==> src/rtl/completer_request_defines.svh <==
// Purpose: Constants for the completer request path
// Assumes: 64-bit datapath, 32-bit Dwords
// Notes: Sideband and descriptor field positions
`ifndef COMPLETER_REQUEST_DEFINES_SVH
`define COMPLETER_REQUEST_DEFINES_SVH
// ----------------------------------------
// Datapath
// ----------------------------------------
`define DATA_W 64
`define KEEP_W 2
`define SIDE_W 17
`define PAY_DW_MAX 8
// ----------------------------------------
// Sideband fields
// ----------------------------------------
`define SB_FIRST_DWORD_BYTE_ENABLES 0
`define SB_LAST_DWORD_BYTE_ENABLES 4
`define SB_BYTE_EN 8
`define SB_SOP 16
// ----------------------------------------
// Descriptor fields
// ----------------------------------------
`define DS_ADDR 2
`define DS_COUNT 64
`define DS_KIND 75
`define DS_TAG 96
`define ALL_BYTES 4'hF
`define NO_BYTES 4'h0
`endif

==> src/rtl/completer_request_pkg.sv <==
// Purpose: Shared types of the completer request path
// Assumes: Constants in completer_request_defines.svh
// Notes: Status codes follow the link protocol
package completer_request_pkg;
	typedef enum logic [1:0] {
		KIND_MEM_RD = 2'h0,
		KIND_IO_WR = 2'h1,
		KIND_IO_RD = 2'h2,
		KIND_ATOMIC = 2'h3
	} req_kind_t;
	typedef enum logic [2:0] {
		STAT_SC = 3'h0,
		STAT_UR = 3'h1,
		STAT_CA = 3'h4
	} cpl_status_t;
	typedef enum logic [1:0] {
		ST_IDLE = 2'h0,
		ST_DESC0 = 2'h1,
		ST_DESC1 = 2'h2,
		ST_PAY = 2'h3
	} beat_state_t;
endpackage

==> src/rtl/completer_request_if.sv <==
// Purpose: Stream link between device end and client end
// Assumes: Both ends on sys_clk
// Notes: No clocking block; ends own the timing
`timescale 1ns/1ps
`default_nettype none
`include "completer_request_defines.svh"
interface completer_request_if;
	logic request_stream_valid;
	logic request_stream_ready;
	logic request_stream_last;
	logic [`DATA_W-1:0] request_stream_data;
	logic [`KEEP_W-1:0] request_stream_keep;
	logic [`SIDE_W-1:0] request_sideband_bus;
	modport device (
		output request_stream_valid,
		input request_stream_ready,
		output request_stream_last,
		output request_stream_data,
		output request_stream_keep,
		output request_sideband_bus
	);
	modport client (
		input request_stream_valid,
		output request_stream_ready,
		input request_stream_last,
		input request_stream_data,
		input request_stream_keep,
		input request_sideband_bus
	);
endinterface
`default_nettype wire

==> src/rtl/completer_request_device.sv <==
// Purpose: Device end, frames requests into stream packets
// Assumes: Source keeps payload dwords 1..8 for atomics
// Notes: 64-bit datapath, descriptor in two beats
`timescale 1ns/1ps
`default_nettype none
`include "completer_request_defines.svh"
module completer_request_device (
	// Clock and reset
	input wire logic sys_clk,
	input wire logic sys_rst,
	// Link
	completer_request_if.device link,
	// Request source
	input wire logic reqValid,
	output logic reqReady,
	input wire logic [1:0] reqKind,
	input wire logic [63:0] reqAddr,
	input wire logic [3:0] reqDwords,
	input wire logic [3:0] reqFirstBe,
	input wire logic [3:0] reqLastBe,
	input wire logic [7:0] reqTag,
	input wire logic [255:0] reqPayload,
	input wire logic addrAligned
);
	// ----------------------------------------
	// Byte enable helpers
	// ----------------------------------------
	function automatic logic [3:0] fillUp(input logic [3:0] be);
		fillUp = be[0] ? 4'hF : be[1] ? 4'hE : be[2] ? 4'hC : be[3] ? 4'h8 : 4'h0;
	endfunction
	function automatic logic [3:0] fillDown(input logic [3:0] be);
		fillDown = be[3] ? 4'hF : be[2] ? 4'h7 : be[1] ? 4'h3 : be[0] ? 4'h1 : 4'h0;
	endfunction

	// ----------------------------------------
	// State
	// ----------------------------------------
	completer_request_pkg::beat_state_t state_r, state_nxt;
	logic [127:0] desc_r;
	logic [255:0] pay_r;
	logic [3:0] nDw_r;
	logic off_r;
	logic [1:0] kind_r;
	logic [3:0] fbe_r;
	logic [3:0] slot_r, slot_nxt;
	logic [63:0] data_r, data_nxt;
	logic [1:0] keep_r, keep_nxt;
	logic [16:0] side_r, side_nxt;
	logic last_r, last_nxt;
	logic valid_r, valid_nxt;

	// ----------------------------------------
	// Descriptor build
	// ----------------------------------------
	wire logic isIdle = (state_r == completer_request_pkg::ST_IDLE);
	wire logic take = reqValid && isIdle;
	wire logic fire = valid_r && link.request_stream_ready;
	wire logic kMem = (reqKind == completer_request_pkg::KIND_MEM_RD);
	wire logic kIoWr = (reqKind == completer_request_pkg::KIND_IO_WR);
	wire logic kIoRd = (reqKind == completer_request_pkg::KIND_IO_RD);
	wire logic kAtom = (reqKind == completer_request_pkg::KIND_ATOMIC);
	wire logic zeroLen = kMem && (reqDwords == 4'h0);
	// I/O always one dword; zero-length read still counts one
	wire logic [10:0] newCount = (kIoWr || kIoRd || zeroLen) ? 11'h001 : {7'h00, reqDwords};
	wire logic longRead = kMem && (reqDwords > 4'h2);
	wire logic [3:0] newFbe = (kAtom || zeroLen) ? `NO_BYTES : longRead ? fillUp(reqFirstBe) : reqFirstBe;
	wire logic [3:0] newLbe = (kMem && !zeroLen && reqDwords != 4'h1) ? (longRead ? fillDown(reqLastBe) : reqLastBe)
		: `NO_BYTES;
	wire logic [3:0] newN = kIoWr ? 4'h1 : kAtom ? reqDwords : 4'h0;
	wire logic newOff = addrAligned && (kIoWr || kAtom) && reqAddr[2];
	wire logic [61:0] newDwAddr = reqAddr[63:2];
	logic [127:0] newDesc;
	always_comb begin
		newDesc = 128'h0;
		newDesc[`DS_ADDR +: 62] = newDwAddr;
		newDesc[`DS_COUNT +: 11] = newCount;
		newDesc[`DS_KIND +: 2] = reqKind;
		newDesc[`DS_TAG +: 8] = reqTag;
	end
	wire logic [16:0] firstSide = {1'b1, 8'h00, newLbe, newFbe};

	// ----------------------------------------
	// Payload beat lanes
	// ----------------------------------------
	// Slot counts dword positions from the first payload beat
	wire logic [3:0] base = (state_r == completer_request_pkg::ST_DESC1) ? 4'h0 : slot_r;
	wire logic [4:0] endSlot = {1'b0, nDw_r} + {4'h0, off_r};
	wire logic [4:0] base2 = {1'b0, base} + 5'h02;
	wire logic payLast = (base2 >= endSlot);
	wire logic hasPay = (nDw_r != 4'h0);
	logic [63:0] payData;
	logic [1:0] payKeep;
	logic [7:0] payBe;
	genvar j;
	generate
		for (j = 0; j < 2; j++) begin : g_lane
			wire logic [4:0] pos = {1'b0, base} + 5'(j);
			wire logic inRange = (pos >= {4'h0, off_r}) && (pos < endSlot);
			wire logic [2:0] idx = 3'(pos - {4'h0, off_r});
			wire logic [3:0] laneBe = (kind_r == completer_request_pkg::KIND_IO_WR) ? fbe_r : `ALL_BYTES;
			assign payData[j*32 +: 32] = inRange ? pay_r[idx*32 +: 32] : 32'h0;
			assign payKeep[j] = inRange;
			assign payBe[j*4 +: 4] = inRange ? laneBe : `NO_BYTES;
		end
	endgenerate

	// ----------------------------------------
	// Next beat selection
	// ----------------------------------------
	always_comb begin
		state_nxt = state_r;
		slot_nxt = slot_r;
		data_nxt = data_r;
		keep_nxt = keep_r;
		side_nxt = side_r;
		last_nxt = last_r;
		valid_nxt = valid_r;
		unique case (state_r)
			completer_request_pkg::ST_IDLE: begin
				if (take) begin
					state_nxt = completer_request_pkg::ST_DESC0;
					data_nxt = newDesc[63:0];
					keep_nxt = 2'h3;
					side_nxt = firstSide;
					last_nxt = 1'b0;
					valid_nxt = 1'b1;
				end
			end
			completer_request_pkg::ST_DESC0: begin
				if (fire) begin
					state_nxt = completer_request_pkg::ST_DESC1;
					data_nxt = desc_r[127:64];
					keep_nxt = 2'h3;
					side_nxt = 17'h0;
					last_nxt = !hasPay;
				end
			end
			completer_request_pkg::ST_DESC1, completer_request_pkg::ST_PAY: begin
				if (fire && last_r) begin
					state_nxt = completer_request_pkg::ST_IDLE;
					valid_nxt = 1'b0;
					side_nxt = 17'h0;
					last_nxt = 1'b0;
				end else if (fire) begin
					// Payload always opens a fresh beat on this width
					state_nxt = completer_request_pkg::ST_PAY;
					slot_nxt = 4'(base2);
					data_nxt = payData;
					keep_nxt = payKeep;
					side_nxt = {1'b0, payBe, 8'h00};
					last_nxt = payLast;
				end
			end
		endcase
	end

	// ----------------------------------------
	// Registers
	// ----------------------------------------
	always_ff @(posedge sys_clk or posedge sys_rst) begin
		if (sys_rst) begin
			state_r <= completer_request_pkg::ST_IDLE;
			slot_r <= 4'h0;
			data_r <= 64'h0;
			keep_r <= 2'h0;
			side_r <= 17'h0;
			last_r <= 1'b0;
			valid_r <= 1'b0;
		end else begin
			// Only a taken beat moves the bus forward
			state_r <= state_nxt;
			slot_r <= slot_nxt;
			data_r <= data_nxt;
			keep_r <= keep_nxt;
			side_r <= side_nxt;
			last_r <= last_nxt;
			valid_r <= valid_nxt;
		end
	end

	always_ff @(posedge sys_clk or posedge sys_rst) begin
		if (sys_rst) begin
			desc_r <= 128'h0;
			pay_r <= 256'h0;
			nDw_r <= 4'h0;
			off_r <= 1'b0;
			kind_r <= 2'h0;
			fbe_r <= 4'h0;
		end else if (take) begin
			desc_r <= newDesc;
			pay_r <= reqPayload;
			nDw_r <= newN;
			off_r <= newOff;
			kind_r <= reqKind;
			fbe_r <= reqFirstBe;
		end
	end

	// ----------------------------------------
	// Outputs
	// ----------------------------------------
	assign reqReady = isIdle;
	assign link.request_stream_valid = valid_r;
	assign link.request_stream_data = data_r;
	assign link.request_stream_keep = keep_r;
	assign link.request_stream_last = last_r;
	assign link.request_sideband_bus = side_r;
endmodule
`default_nettype wire

==> src/flat_wrapper.sv <==
// flat-port wrapper written by rule: the top's interface ports become plain ports
module completer_request_device_flat 
  (sys_clk, sys_rst, reqValid, reqReady, reqKind, reqAddr, reqDwords, reqFirstBe, reqLastBe, reqTag, reqPayload, addrAligned, link_request_stream_valid, link_request_stream_ready, link_request_stream_last, link_request_stream_data, link_request_stream_keep, link_request_sideband_bus);
  completer_request_if link_i ();
  input wire logic sys_clk;
  input wire logic sys_rst;
  input wire logic reqValid;
  output logic reqReady;
  input wire logic [1:0] reqKind;
  input wire logic [63:0] reqAddr;
  input wire logic [3:0] reqDwords;
  input wire logic [3:0] reqFirstBe;
  input wire logic [3:0] reqLastBe;
  input wire logic [7:0] reqTag;
  input wire logic [255:0] reqPayload;
  input wire logic addrAligned;
  output wire logic [$bits(link_i.request_stream_valid)-1:0] link_request_stream_valid;
  input wire logic [$bits(link_i.request_stream_ready)-1:0] link_request_stream_ready;
  output wire logic [$bits(link_i.request_stream_last)-1:0] link_request_stream_last;
  output wire logic [$bits(link_i.request_stream_data)-1:0] link_request_stream_data;
  output wire logic [$bits(link_i.request_stream_keep)-1:0] link_request_stream_keep;
  output wire logic [$bits(link_i.request_sideband_bus)-1:0] link_request_sideband_bus;
  assign link_request_stream_valid = link_i.request_stream_valid;
  assign link_i.request_stream_ready = link_request_stream_ready;
  assign link_request_stream_last = link_i.request_stream_last;
  assign link_request_stream_data = link_i.request_stream_data;
  assign link_request_stream_keep = link_i.request_stream_keep;
  assign link_request_sideband_bus = link_i.request_sideband_bus;
  completer_request_device u_core (.sys_clk(sys_clk), .sys_rst(sys_rst), .link(link_i), .reqValid(reqValid), .reqReady(reqReady), .reqKind(reqKind), .reqAddr(reqAddr), .reqDwords(reqDwords), .reqFirstBe(reqFirstBe), .reqLastBe(reqLastBe), .reqTag(reqTag), .reqPayload(reqPayload), .addrAligned(addrAligned));
endmodule
==> config.mk <==
export PLATFORM = sky130hd
export DESIGN_NAME = completer_request_device_flat
export DESIGN_NICKNAME = d
export VERILOG_FILES = /design/src/rtl/completer_request_pkg.sv /design/src/rtl/completer_request_if.sv /design/src/rtl/completer_request_device.sv /design/src/flat_wrapper.sv
export VERILOG_INCLUDE_DIRS = /design/src /design/src/rtl
export SDC_FILE = /design/constraint.sdc
export NUM_CORES = 1
export LEC_CHECK = 0
export BUFFER_PORTS_ARGS = -buffer_cell sky130_fd_sc_hd__buf_4
export CAP_MARGIN = 20
export CORE_ASPECT_RATIO = 0.8
export CORE_MARGIN = 8
export CORE_UTILIZATION = 40
export DETAILED_ROUTE_END_ITERATION = 10
export GPL_TIMING_DRIVEN = 0
export PLACE_DENSITY_LB_ADDON = 0.12
export SYNTH_ARGS = -nofsm -noshare
export SYNTH_HDL_FRONTEND = slang
export SYNTH_SLANG_ARGS = --single-unit
==> constraint.sdc <==
create_clock -name sys_clk -period 15.35 [get_ports sys_clk]
set_input_delay 2.3025 -clock sys_clk [delete_from_list [all_inputs] [get_ports sys_clk]]
set_output_delay 2.3025 -clock sys_clk [all_outputs]
set_load 0.02 [all_outputs]
==> out/metrics.csv, run 1 <==
metric,value,unit
status,"complete, no violations",
fmax,0.173,GHz
rows,71,
p_sw_frac,0.421,
fp.dieH,210,um
cp.required,13.05,ns
worstHoldPathType,reg -> reg,
slew_violations,0,
firstDrtPassIters,5,
layout_common_cells,"nand2_1, buf_4, dfrtp_1",
drc,0,
reg2reg_depth,12,
post-cts-setup-buffers,0,
p_sw,2.40,mW
clock_sinks,370,
syn_to_final_growth,29.1,%
cts_tree,yes,
antenna_left,0,
seq_area,9260,um^2
async_reset_ff_frac,1.00,
finalSetupViolCount,0,
tns,0,ns
hold_viol_final,0,
cp-startpoint,u_core.state_r[0],
ys_seq_elements,370,
yosysUniqueCellTypes,56,
netlist_area,18800,um^2
boundaryPins,433,
ir_drop,0.0963,mV
final_core_util,0.520,
ys.flop_type,dfrtp_1,
critPathMaxStageDelay,0.82,ns
power_frac_clock,0.179,
crit_path_max_fanout,10,
num_vias,16500,
synth_nets,2228,
post_cts_resize_count,0,
grt_max_degree,118,
totalWireLength,78200,um
p_per_area,234,nW/um^2
grt_overflow,0,
drtIter0Drc,1438,
ys_warn_count,0,
clock_latency,0.56,ns
worst_slew_pin_slew,1.09,ns
final_cells,2990,
path_class,reg -> out,
multi_input_area,8910,um^2
critPathLaunchType,register,
nets,2706,
gp_congestion,0.892,
yosys-top-cells-area,"dfrtp_1, nand2_1, mux4_2",
path_clk_slew,0.06,ns
yosysSeqAreaShare,0.491,
fillerInstances,4315,
antenna_found_initial,0,
synth_edf_count,0,
rsz0062_at_grt,no,
cpMaxStageDelayCell,clkbuf_1,
initial_core_util,0.403,
port_buffers,430,
min_from,u_core.desc_r[66],
arrival,3.47,ns
numCtsBuffers,42,
worstHoldPathCells,2,
yosys.area.top_type,dfrtp_1,
clockBufferDepth,3,
period_share,0.376,
postCtsHoldBufs,0,
dp_cells,2915,
post_drt_via_cell_ratio,5.52,
grt.total_usage,0.280,
p_leak,12.5,nW
wl_per_cell,26.1,um
first_global_vias,17300,
cts_htree_levels,2,
drive_gt1_frac,0.303,
power.internal,3.29,mW
period_needed,5.77,ns
grt_pass1_wl,114000,um
slew_headroom,0.269,
core,46800,um^2
p_seq_frac,0.305,
die_area,54400,um^2
netlist_instances,1861,
hold_slack,0.471,ns
drv_cap,0,
skew,0.0218,ns
root_buffer,clkbuf_16,
dpl.hpwl,58500,um
crit_chain,buf_4 -> nor2_1 -> clkbuf_1 -> clkbuf_1 -> buf_4,
p_comb_frac,0.515,
worstReg2RegStart,u_core.state_r[0],
yosysTopAreaCellShare,0.491,
end_kind,output port,
syn_avg_cell_area,10.1,um^2
final_common_cell,nand2_1,
die_w,259,um
[per-stage QoR]
stage / setup slack, ns / power (mW) / cell area [um^2]
6_report: 9.58 / 5.69 / 24300
3_5_place_dp: 10.17 / 4.66 / 23000
4_1_cts: 9.58 / 5.69 / 24300
2_1_floorplan: 2.77 / 3.56 / 18800
5_1_grt: 9.52 / 5.99 / 24300
3_3_place_gp: -1.79 / 4.59 / 22900
[area by class of cell]
| class | instances | share of cell area |
|---|---|---|
| clock inverter | 14 | 0.00571 |
| timing repair buffer | 434 | 0.136 |
| tap | 620 | 0.0319 |
| multi-input combinational | 1347 | 0.366 |
| antenna | 1 | 0.000103 |
| inverter | 12 | 0.00216 |
| buffer | 132 | 0.0260 |
| clock buffer | 60 | 0.0509 |
| sequential | 370 | 0.381 |
[power by group through the flow]
stage / registers, mW / clock network, mW / logic [mW]
4_1_cts: 1.72 / 1.03 / 2.93
3_3_place_gp: 1.71 / 0 / 2.88
3_5_place_dp: 1.74 / 0 / 2.92
5_1_grt: 1.78 / 1.07 / 3.13
6_report: 1.74 / 1.02 / 2.93
2_1_floorplan: 1.74 / 0 / 1.82
[registers in the layout, summed over array words and instances (netlist names)]
signal	count
u_core.fbe_r	4
u_core.link.request_stream_last	1
u_core.state_r	2
u_core.link.request_sideband_bus	17
u_core.slot_r	4
u_core.link.request_stream_data	64
u_core.kind_r	1
u_core.nDw_r	4
u_core.link.request_stream_valid	1
u_core.pay_r	256
u_core.desc_r	13
u_core.link.request_stream_keep	2
u_core.off_r	1
[cells in the mapped netlist (10+ instances only)]
cell type,n
mux2_1,26
mux2i_1,40
mux4_2,128
nand2_1,844
nor3_1,10
and3_1,27
inv_1,10
o22ai_1,29
a21oi_1,35
a221o_1,32
mux2_2,13
dfrtp_1,370
buf_2,49
nor2_1,54
o21ai_0,15
clkbuf_1,64
ha_1,20
[layer usage]
| metal | global-route usage | share of wire | wire length [um] |
|---|---|---|---|
| met2 | 0.450 | 0.47 | 36600 |
| met1 | 0.388 | 0.43 | 33400 |
| met4 | 0.0601 | 0.021 | 1610 |
| met3 | 0.0631 | 0.085 | 6640 |
| met5 | 0 | 0 | 0 |
[logic make-up (layout without fill, tap and decap cells)]
logic type	count (synthesis)	count (layout)	synth area share
adder cells (fa/ha/maj)	20	20	0.0133
buffers and inverters	144	652	0.0360
XOR/XNOR	8	8	0.00511
AO/OA/AOI/OAI	147	147	0.0566
multiplexers	207	207	0.197
other	0	1	0
AND/OR/NAND/NOR	965	965	0.200
flip-flops	370	370	0.491
[worst max-delay path, delay by kind of cell, from the launching register on]
kind | cells | cell delay [ns]
buffers and inverters | 4 | 1.80
DFF | 1 | 0.36
and+or+nand+nor | 1 | 0.76
[path summary, 6_finish.rpt]
path                            slack, ns                              endpoint
worst max-delay path                 9.58                              reqReady
worst min-delay path                 0.47                     u_core.desc_r[66]
worst max register to register      11.14   u_core.link.request_stream_data[39]
worst min register to register       0.47                     u_core.desc_r[66]
max in group asynchronous           12.16                     u_core.pay_r[111]
min in group asynchronous            1.83  u_core.link.request_sideband_bus[13]
No activity file was read; power rests on OpenSTA's default activity.
==> run 2: changes to the inputs <==
clock period = 5.67 ns   (was 15.35 ns; I/O delays follow)
==> run 2 against run 1 <==
Via count rose by 0.87%; sequential power rose to 2.7 times the previous value; critical path type unchanged; sequential share of layout area fell by 0.28 points; largest cell class unchanged; highest routed layer unchanged; cell count rose by 0.27%; power rose to 2.7 times the previous value.
==> out/metrics.csv, run 2 (synthesis gave the netlist of run 1 again) <==
metric,value,unit,change
nets,2713,,+0.26%
p_comb_frac,0.512,,-0.003
clockBufferDepth,3,,unchanged
tns,0,ns,unchanged
rsz0062_at_grt,no,,
core,46800,um^2,unchanged
slew_violations,0,,unchanged
finalSetupViolCount,0,,unchanged
p_seq_frac,0.303,,-0.002
grt_pass1_wl,116000,um,+1.6%
p_sw_frac,0.417,,-0.00431
clock_sinks,370,,unchanged
post_drt_via_cell_ratio,5.55,,+0.60%
drtIter0Drc,1424,,-0.97%
crit_chain,buf_4 -> nor2_1 -> buf_6 -> clkbuf_1 -> clkbuf_1 -> buf_4,,
cts_htree_levels,2,,unchanged
hold_viol_final,0,,unchanged
crit_path_max_fanout,10,,unchanged
grt_max_degree,41,,-65%
gp_congestion,0.893,,+0.11%
first_global_vias,17700,,+2.1%
drv_cap,0,,unchanged
fmax,0.240,GHz,
antenna_left,0,,unchanged
root_buffer,clkbuf_16,,
rows,71,,unchanged
postCtsHoldBufs,0,,unchanged
num_vias,16600,,+0.87%
status,"complete, no violations",,
p_per_area,635,nW/um^2,+170%
ir_drop,0.259,mV,+170%
r2r_slack,1.50,ns,-9.64 ns
post_cts_resize_count,0,,unchanged
grt.total_usage,0.286,,+0.00567
path_clk_slew,0.06,ns,about the same
power_frac_clock,0.185,,+0.006
p_leak,12.5,nW,+0.50%
cts_tree,yes,,
worst_slew_pin_slew,1.11,ns,+0.0193 ns
arrival,3.32,ns,-0.15 ns
antenna_found_initial,2,,+2
syn_to_final_growth,30.0,%,
numCtsBuffers,42,,unchanged
final_common_cell,nand2_1,,
cpMaxStageDelayCell,clkbuf_1,,
die_w,259,um,unchanged
largest_register_ffs,256,,unchanged
post-place-ws,1.53,ns,-8.64 ns
critPathLaunchType,register,,
regMostFlops,u_core.pay_r,,
period_needed,4.17,ns,
worstHoldPathType,in -> async,,
fp.dieH,210,um,unchanged
slew_headroom,0.261,,-0.00798
path_class,reg -> out,,
dpl.hpwl,59100,um,+1.2%
wl_per_cell,26.2,um,about the same
p_sw,6.49,mW,+170%
die_area,54400,um^2,unchanged
period_share,0.736,,
totalWireLength,78500,um,+0.36%
end_kind,output port,,
critPathMaxStageDelay,0.84,ns,+0.02 ns
skew,0.0175,ns,-0.00436 ns
drive_gt1_frac,0.302,,-0.00102
layout_common_cells,"nand2_1, buf_4, dfrtp_1",,
drc,0,,unchanged
fin_ws,1.50,ns,-8.08 ns
boundaryPins,433,,unchanged
post-cts-setup-buffers,0,,unchanged
firstDrtPassIters,5,,unchanged
clock_latency,0.57,ns,about the same
initial_core_util,0.403,,unchanged
grt_overflow,0,,unchanged
power.internal,9.07,mW,+180%
port_buffers,430,,unchanged
cp.required,4.82,ns,-8.23 ns
-- run 2: changes by cell type in the layout (fill, tap and decap cells not counted), sizes merged --
cell / change
clkbuf: +7
clkinvlp: +1
clkinv: -8
buf: +7
bufinv: +3
inv: -2
-- run 2: path summary, 6_finish.rpt --
kind	end	start	cells after the start
setup / recovery	reqReady	u_core.state_r[0]	6
hold / removal	u_core.link.request_sideband_bus[11]	sys_rst	2
setup reg to reg	u_core.link.request_stream_data[11]	u_core.state_r[0]	12
hold reg to reg	u_core.desc_r[66]	u_core.desc_r[66]	2
max in group asynchronous	u_core.link.request_stream_data[17]	sys_rst	6
min in group sys_clk	u_core.pay_r[3]	reqPayload[3]	3
-- run 2: per-stage QoR --
stage / utilization / std cells / hold slack (ns) / power (mW) / area [um^2]
finish: 0.524 / 2998 / 0.384 / 15.6 / 24500
CTS: 0.523 / 2997 / 0.385 / 15.6 / 24500
detailed placement: 0.493 / 2922 / 0.451 / 12.6 / 23100
global route: 0.523 / 2997 / 0.432 / 16.4 / 24500
global placement: 0.488 / 2911 / 0.450 / 12.4 / 22900
floorplan: - / 1861 / 0.433 / 9.63 / 18900
-- run 2: area by class of cell --
cell class / instances / area, um^2
repair buffers: 441 / 3440
clock inverters: 8 / 173
diodes: 1 / 2.50
plain buffers: 132 / 633
multi-input cells: 1347 / 8910
clock buffers: 67 / 1270
fillers: 4389 / 22300
well taps: 620 / 776
inverters: 12 / 48.8
flip-flops and latches: 370 / 9260
-- run 2: power groups by stage --
stage          combinational, mW  sequential, mW  clock, mW
5_1_grt                     8.55            4.84       3.02
3_3_place_gp                7.81            4.64          0
6_report                    7.96            4.71       2.88
2_1_floorplan               4.92            4.72          0
4_1_cts                     7.97            4.68       2.90
3_5_place_dp                7.92            4.70          0
-- run 2: critical path, delay by kind of cell (launching register included) --
kind | cells | cell delay (ns)
buffers and inverters | 5 | 2.05
DFF | 1 | 0.36
and+or+nand+nor | 1 | 0.33
-- run 2: metal layers --
layer  part of all wire  GRT usage  vias to the layer above
met5                  0          0                        -
met3              0.085     0.0645                      111
met4              0.022     0.0725                        0
li1                   -          -                     7325
met2               0.47      0.460                      778
met1               0.42      0.390                     8427
